[config.mk]
export PLATFORM = sky130hd
export DESIGN_NAME = io_read_watchdog_timer
export DESIGN_NICKNAME = d
export VERILOG_FILES = /design/src/inc/iowdt_pkg.sv /design/src/inc/iowdt_tick_if.sv /design/src/logic/iowdt_prescaler.sv /design/src/logic/io_read_watchdog_timer.sv
export SDC_FILE = /design/constraint.sdc
export NUM_CORES = 1
export LEC_CHECK = 0
export BUFFER_PORTS_ARGS = -buffer_cell sky130_fd_sc_hd__buf_2
export CAP_MARGIN = 20
export CORE_MARGIN = 2
export CORE_UTILIZATION = 45
export CTS_CLUSTER_DIAMETER = 50
export CTS_CLUSTER_SIZE = 25
export DETAILED_ROUTE_END_ITERATION = 8
export PLACE_DENSITY = 0.62
export SLEW_MARGIN = 20
export SYNTH_ARGS = -nofsm -noshare
export SYNTH_HDL_FRONTEND = slang
export SYNTH_HIERARCHICAL = 1
export SYNTH_SLANG_ARGS = --single-unit
[constraint.sdc]
create_clock -name core_clk -period 2.85 [get_ports core_clk]
set_input_delay 0.4275 -clock core_clk [delete_from_list [all_inputs] [get_ports core_clk]]
set_output_delay 0.4275 -clock core_clk [all_outputs]
set_load 0.01 [all_outputs]
[src/inc/iowdt_pkg.sv]
package iowdt_pkg;
  // -------------------------------------------------------------------
  // i/o read ports
  // -------------------------------------------------------------------
  localparam int ADDR_W = 16;
  localparam logic [15:0] TIMER_DISABLE_PORT_A = 16'h0033;
  localparam logic [15:0] TIMER_DISABLE_PORT_B = 16'h0343;
  localparam logic [15:0] TIMER_TRIGGER_PORT_A = 16'h0533;
  localparam logic [15:0] TIMER_TRIGGER_PORT_B = 16'h0543;

  // -------------------------------------------------------------------
  // timing
  // -------------------------------------------------------------------
  localparam int CLK_HZ = 100_000_000;
  localparam int BASE_TIME_MS = 500;             // shortest range
  localparam int MS_PER_S = 1000;
  localparam int BASE_CYCLES = BASE_TIME_MS * (CLK_HZ / MS_PER_S);
  localparam int RANGE_SEL_W = 3;                // eight ranges, 500 ms .. 64 s
  localparam int TICKS_W = 8;                    // holds 2**7 base ticks
  localparam int PULSE_CYCLES = 16;              // length of the reset / nmi pulse
  localparam int PULSE_W = 5;
  localparam logic [7:0] TICKS_ONE = 8'h01;
  localparam logic [4:0] PULSE_ONE = 5'h01;

  // -------------------------------------------------------------------
  // control states
  // -------------------------------------------------------------------
  typedef enum logic [2:0] {
    ST_STOPPED = 3'b001,
    ST_RUNNING = 3'b010,
    ST_FIRING  = 3'b100
  } iowdt_state_t;
endpackage

[src/inc/iowdt_tick_if.sv]
`timescale 1ns/1ps
interface iowdt_tick_if;
  logic restart;  // clears the prescaler
  logic tick;     // one cycle every base interval
  modport ctrl (output restart, input tick);
  modport gen (input restart, output tick);
endinterface

[src/logic/iowdt_prescaler.sv]
`timescale 1ns/1ps
module iowdt_prescaler #(
  parameter int TICK_CYCLES = iowdt_pkg::BASE_CYCLES
) (
  // clock and reset
  input wire logic core_clk,
  input wire logic rst,
  // tick link
  iowdt_tick_if.gen tk
);
  import iowdt_pkg::*;

  logic [31:0] count;
  logic [31:0] next_count;
  logic next_tick;
  logic baseTick;

  // -------------------------------------------------------------------
  // base interval divider
  // -------------------------------------------------------------------
  // restart zeroes the phase so a retrigger always gets a full interval
  always_comb begin
    next_count = count + 32'h00000001;
    next_tick = 1'b0;
    if (tk.restart) begin
      next_count = 32'h00000000;
    end else if (count == 32'(TICK_CYCLES - 1)) begin
      next_count = 32'h00000000;
      next_tick = 1'b1;
    end
  end

  always_ff @(posedge core_clk) begin
    if (rst) begin
      count <= 32'h00000000;
      baseTick <= 1'b0;
    end else begin
      count <= next_count;
      baseTick <= next_tick;
    end
  end

  assign tk.tick = baseTick & ~tk.restart;  // a restart swallows a tick in flight
endmodule

[src/logic/io_read_watchdog_timer.sv]
`timescale 1ns/1ps
// What this block does
// - enabled timer expiring without trigger asserts reset
// - eight jumper ranges, 500 ms to 64 s
// - trigger port read enables or retriggers timer
// - disable port read stops timer, no reset
// - jumper routes expiry to nmi instead
module io_read_watchdog_timer #(
  parameter int TICK_CYCLES = iowdt_pkg::BASE_CYCLES,
  parameter int PULSE_LEN = iowdt_pkg::PULSE_CYCLES
) (
  // clock and reset
  input wire logic core_clk,
  input wire logic rst,
  // host i/o read cycle
  input wire logic [iowdt_pkg::ADDR_W-1:0] ioAddr,
  input wire logic ioRead,
  // jumper straps
  input wire logic [iowdt_pkg::RANGE_SEL_W-1:0] rangeSel,
  input wire logic nmiRouteJumper,
  // timeout outputs and status
  output logic sysReset,
  output logic nmiEvent,
  output logic timerRunning
);
  import iowdt_pkg::*;

  // -------------------------------------------------------------------
  // port decode
  // -------------------------------------------------------------------
  function automatic logic isTrigger(input logic [ADDR_W-1:0] a);
    return (a == TIMER_TRIGGER_PORT_A) || (a == TIMER_TRIGGER_PORT_B);
  endfunction

  function automatic logic isDisable(input logic [ADDR_W-1:0] a);
    return (a == TIMER_DISABLE_PORT_A) || (a == TIMER_DISABLE_PORT_B);
  endfunction

  // doubling ladder: range n is 2**n base intervals
  function automatic logic [TICKS_W-1:0] rangeTicks(input logic [RANGE_SEL_W-1:0] s);
    return TICKS_ONE << s;
  endfunction

  iowdt_tick_if tk ();

  logic trig;
  logic dis;
  // read data is never returned: the host sees undefined bus data
  assign trig = ioRead & isTrigger(ioAddr);
  assign dis = ioRead & isDisable(ioAddr);

  // the prescaler free-runs while stopped; only a trigger re-phases it
  iowdt_prescaler #(.TICK_CYCLES(TICK_CYCLES)) u_prescaler (
    .core_clk(core_clk),
    .rst(rst),
    .tk(tk)
  );

  // -------------------------------------------------------------------
  // supervision state
  // -------------------------------------------------------------------
  // counting in base ticks keeps the counter narrow; the prescaler restart
  // on every trigger keeps the interval exact to the cycle
  iowdt_state_t state;
  iowdt_state_t next_state;
  logic [TICKS_W-1:0] ticksLeft;
  logic [TICKS_W-1:0] next_ticksLeft;
  logic [PULSE_W-1:0] pulseLeft;
  logic [PULSE_W-1:0] next_pulseLeft;
  logic next_sysReset;
  logic next_nmiEvent;
  logic next_timerRunning;

  // a trigger also cancels a pulse already firing; disable wins by decode
  always_comb begin
    next_state = state;
    next_ticksLeft = ticksLeft;
    next_pulseLeft = pulseLeft;
    tk.restart = 1'b0;
    if (dis) begin
      next_state = ST_STOPPED;
    end else if (trig) begin
      next_state = ST_RUNNING;
      next_ticksLeft = rangeTicks(rangeSel);
      tk.restart = 1'b1;
    end else begin
      unique case (state)
        ST_STOPPED: begin
        end
        ST_RUNNING: begin
          if (tk.tick) begin
            if (ticksLeft == TICKS_ONE) begin
              next_state = ST_FIRING;
              next_pulseLeft = PULSE_W'(PULSE_LEN);
            end else begin
              next_ticksLeft = ticksLeft - TICKS_ONE;
            end
          end
        end
        ST_FIRING: begin
          // one shot per expiry; the timer waits stopped for a new trigger
          if (pulseLeft == PULSE_ONE) begin
            next_state = ST_STOPPED;
          end else begin
            next_pulseLeft = pulseLeft - PULSE_ONE;
          end
        end
        default: begin
          next_state = ST_STOPPED;
        end
      endcase
    end
    next_sysReset = (next_state == ST_FIRING) && !nmiRouteJumper;
    next_nmiEvent = (next_state == ST_FIRING) && nmiRouteJumper;
    next_timerRunning = (next_state == ST_RUNNING);
  end

  // outputs are registered from the next state so they glitch-free track it
  always_ff @(posedge core_clk) begin
    if (rst) begin
      state <= ST_STOPPED;
      ticksLeft <= TICKS_ONE;
      pulseLeft <= PULSE_ONE;
      sysReset <= 1'b0;
      nmiEvent <= 1'b0;
      timerRunning <= 1'b0;
    end else begin
      state <= next_state;
      ticksLeft <= next_ticksLeft;
      pulseLeft <= next_pulseLeft;
      sysReset <= next_sysReset;
      nmiEvent <= next_nmiEvent;
      timerRunning <= next_timerRunning;
    end
  end
endmodule

==> key figures <==
GRT
  – Number of antenna violations at the first check in global routing: 0
  – Global route total overflow: 0
  – Largest net degree at the start of global routing: 18
  – Wire length of the first global-routing pass: 8960 microns
  – GR Util All Layers: 17.5%
  – Vias in the first global route: 2,045

Route
  – Drt first-iter violations: 66
  – Final routed DRC violation total: 0
  – Routed vias/inst: 5.39
  – Via count: 2,225
  – Routed wire per std cell: approximately 13 microns
  – Number of nets still failing antenna checks after routing: 0
  – Routed WL: between 5000 and 6000 microns
  – Count of TritonRoute iterations in the first routing pass: 4

Synth
  – Net Count, Synth: 335
  – Post-synth cell types: 51
  – Number of flops mapped to enable cells by yosys: 0
  – Mapped Cells: 307
  – Ys async rst share: 0%
  – Proportion of netlist area held by the largest area contributor: roughly two fifths
  – Main area contributors after synthesis: dfxtp_1 (39%), xor2_1 (7.6%), nor2_1 (7.3%), nand4_1 (4.7%), xnor2_1 (4.6%)
  – Number of warning messages in the yosys log: 6
  – Register bit count reported by yosys: 52
  – Biggest area consumer among synthesized cells: dfxtp_1
  – Mean cell area of the mapped netlist: 8.67 sq um
  – Most instantiated flip-flop cell in the synthesis netlist: dfxtp_1
  – Netlist Area Pre-Place: 2660 sq um
  – Post-synthesis sequential area ratio: 39.1%

Layout
  – Fill cell count: 587
  – End-of-flow core utilization: approximately 51%
  – Post-synthesis to final-layout area growth: 11.1%
  – N_diodes: 0
  – Layout cell share with drive strength beyond 1: around 15%
  – NumNets Final: around 370

Clock network
  – Clock buffer depth: 2
  – Clock sinks: 52
  – Buffer count from post-CTS setup fixing: 0
  – Post-CTS sizing: 0
  – Root buffer cell: clkbuf_8
  – TritonCTS buffer count: 5
  – CTS tree: yes
  – Worst skew pair latency: 0.31 ns
  – Worst-path clk slew: ~0.090 ns
  – Clock H-tree levels: 2
  – Hold-fix buffers at CTS: 0

Critical path
  – Type of element capturing the critical path: flip-flop
  – Capturing point of the worst reg2reg path: pulseLeft[3]$_SDFFE_PP0P_
  – Critical path type: flip-flop to flip-flop
  – Worst reg-to-reg setup slack: 0.56 ns
  – Startpoint type of the worst setup path: flip-flop
  – Worst R2R Path Depth: 8
  – Critical path peak fanout: 9
  – Startpoint of the lowest-slack register-to-register path: ticksLeft[1]$_SDFFE_PP0P_
  – Data arrival, critical path: 2.54 ns
  – Crit path required time: just over 3 ns

STA
  – Relative slew slack: about half
  – Max Fclk: 437 MHz
  – RSZ-0062 raised after global routing: false
  – Final count of negative-setup-slack endpoints: 0
  – Number of failing hold endpoints at the final stage: 0
  – Final clock skew: ~0.0064 ns
  – Final Critical Period: 2.29 ns
  – Slew at the pin closest to its max-slew limit: 0.744 ns
  – Number of pins exceeding their max-slew limit in the final report: 0
  – Summed negative setup slack over all endpoints: 0 ns
  – Worst path setup slack after routing: about 0.56 ns
  – Final clock period utilization by the worst path: 80.3%

Run status
  – Outcome: completed

Placement
  – Placed wire-length estimate after detailed placement: between 3000 and 4000 microns
  – Number of port buffers: 25
  – Pre-CTS setup slack: 0.327 ns
  – Last weighted congestion value of the routability-driven placer: 0.800

Floorplan
  – Std-Cell Rows: 28
  – Area of the core: a little under 6000 sq um
  – Die Footprint: 6550 sq um
  – Die width: 80.9 microns
  – Starting density of the core: 45.8%
  – Number of primary I/O pins: 26
  – Die height: 80.9 microns

Power and ir drop
  – Power Dens Cells: just over 400 nW/um^2
  – Leakage dissipation: 1.08 nW
  – Peak supply drop: 209 uV

Min path
  – Number of cells on the worst hold path: 2
  – Kind of path behind the tightest hold check: input pin to flip-flop
  – Hold-critical path endpoint: sysReset$_SDFF_PP0_
  – Hold path startpoint: nmiRouteJumper

Flow run
  – Reported max-cap violation count: 0
how the worst max path moves through the flow:
stage,startpoint,end,slack [ns],depth (start not counted)
6_report,ticksLeft[1]$_SDFFE_PP0P_,pulseLeft[3]$_SDFFE_PP0P_,0.56,8
2_1_floorplan,ioAddr[5],pulseLeft[0]$_SDFFE_PP1P_,0.34,11
3_3_place_gp,ioAddr[5],pulseLeft[0]$_SDFFE_PP1P_,0.37,11
4_1_cts,ticksLeft[1]$_SDFFE_PP0P_,pulseLeft[3]$_SDFFE_PP0P_,0.59,8
3_5_place_dp,ioAddr[5],pulseLeft[0]$_SDFFE_PP1P_,0.33,11
5_1_grt,ioAddr[5],pulseLeft[0]$_SDFFE_PP1P_,0.39,11
logic make-up after synthesis:
kind of cell | synth area share [%]
buffers and inverters | 3.57
and+or+nand+nor | 34.9
adders and majority gates | 2.35
AOI/OAI and AO/OA | 7.52
xor gates and xnor gates | 12.2
DFF | 39.1
muxes | 0.423
flip-flops by register name (all words and copies together) (netlist names):
signal / count
nmiEvent: 1
pulseLeft: 5
state: 3
sysReset: 1
ticksLeft: 8
timerRunning: 1
u_prescaler/baseTick: 1
u_prescaler/count: 32
power by group:
group | leakage (nW) | total, W | internal [W] | switching [W]
registers | 0.419 | 0.000733 | 0.000730 | 0.00000328
clock network | 0.0434 | 0.000442 | 0.000197 | 0.000245
logic | 0.617 | 0.0000530 | 0.0000237 | 0.0000293
routing by layer:
layer  share of wire [%]  up-vias  track usage, %
met4                 1.9        0            7.63
met5                   0        -               0
met3                 4.4       10            4.00
met1                  48     1007            22.1
li1                    -     1161               -
met2                  46       47            28.3
Yosys cell counts, types with 2 or more instances:
| library cell | number |
|---|---|
| and2_1 | 5 |
| nor2_1 | 52 |
| nor4b_1 | 3 |
| nor4_1 | 6 |
| xnor2_1 | 14 |
| o21ai_0 | 8 |
| nand4_1 | 20 |
| nor3_1 | 9 |
| and3_1 | 8 |
| o32ai_1 | 4 |
| or4_4 | 2 |
| xor2_1 | 23 |
| or3b_2 | 2 |
| o21a_1 | 3 |
| and4_1 | 5 |
| inv_1 | 8 |
| nand4b_1 | 2 |
| buf_6 | 3 |
| nand2b_1 | 2 |
| nand3_1 | 14 |
| dfxtp_1 | 52 |
| clkbuf_1 | 3 |
| nor2b_1 | 2 |
| nand2_1 | 14 |
| a21oi_1 | 6 |
| ha_1 | 5 |
| or3_1 | 6 |
| nor3b_1 | 2 |
| or2_2 | 2 |
critical path, stage by stage, from the launching register on:
cell and delay (ns):
dfxtp_1 0.33, inv_1 0.09, ha_1 0.15, or3b_2 0.49, nor2_4 0.13, a21oi_2 0.08, or2_1 0.32, or4b_1 0.49
a21oi_1 0.14
layout by cell type (no fill, tap or decap), types with 4 or more instances in the layout:
cell type and count:
dfxtp_1 52, or3_1 6, nand2_1 14, and3_1 8, nor4_1 6, and2_1 5
nand4_1 20, o21ai_0 8, and4_1 5, xor2_1 23, buf_4 6, ha_1 5
inv_1 8, o32ai_1 4, nand3_1 14, xnor2_1 14, buf_2 25, nor2_1 52
a21oi_1 6, nor3_1 9, clkbuf_8 6
cell type report:
| type | instances | area, sq um | share of cell area (%) |
|---|---|---|---|
| Clock inverter | 2 | 15.0 | 0.507 |
| Clock buffer | 6 | 82.6 | 2.79 |
| Inverter | 8 | 30.0 | 1.01 |
| Tap cell | 75 | 93.8 | 3.17 |
| Multi-Input combinational cell | 239 | 1530 | 51.6 |
| Timing Repair Buffer | 31 | 170 | 5.75 |
| Sequential cell | 52 | 1040 | 35.2 |
metrics by stage:
step / instance area (sq um) / cells / hold slack, ns / total power, W
global route: 2960 / 413 / 0.261 / 0.00128
detailed placement: 2860 / 405 / 0.461 / 0.000803
CTS: 2960 / 413 / 0.258 / 0.00124
finish: 2960 / 413 / 0.269 / 0.00123
global placement: 2860 / 405 / 0.443 / 0.000802
floorplan: 2660 / 307 / 0.430 / 0.000779
Note: power is estimated with default switching activity, not from simulation.
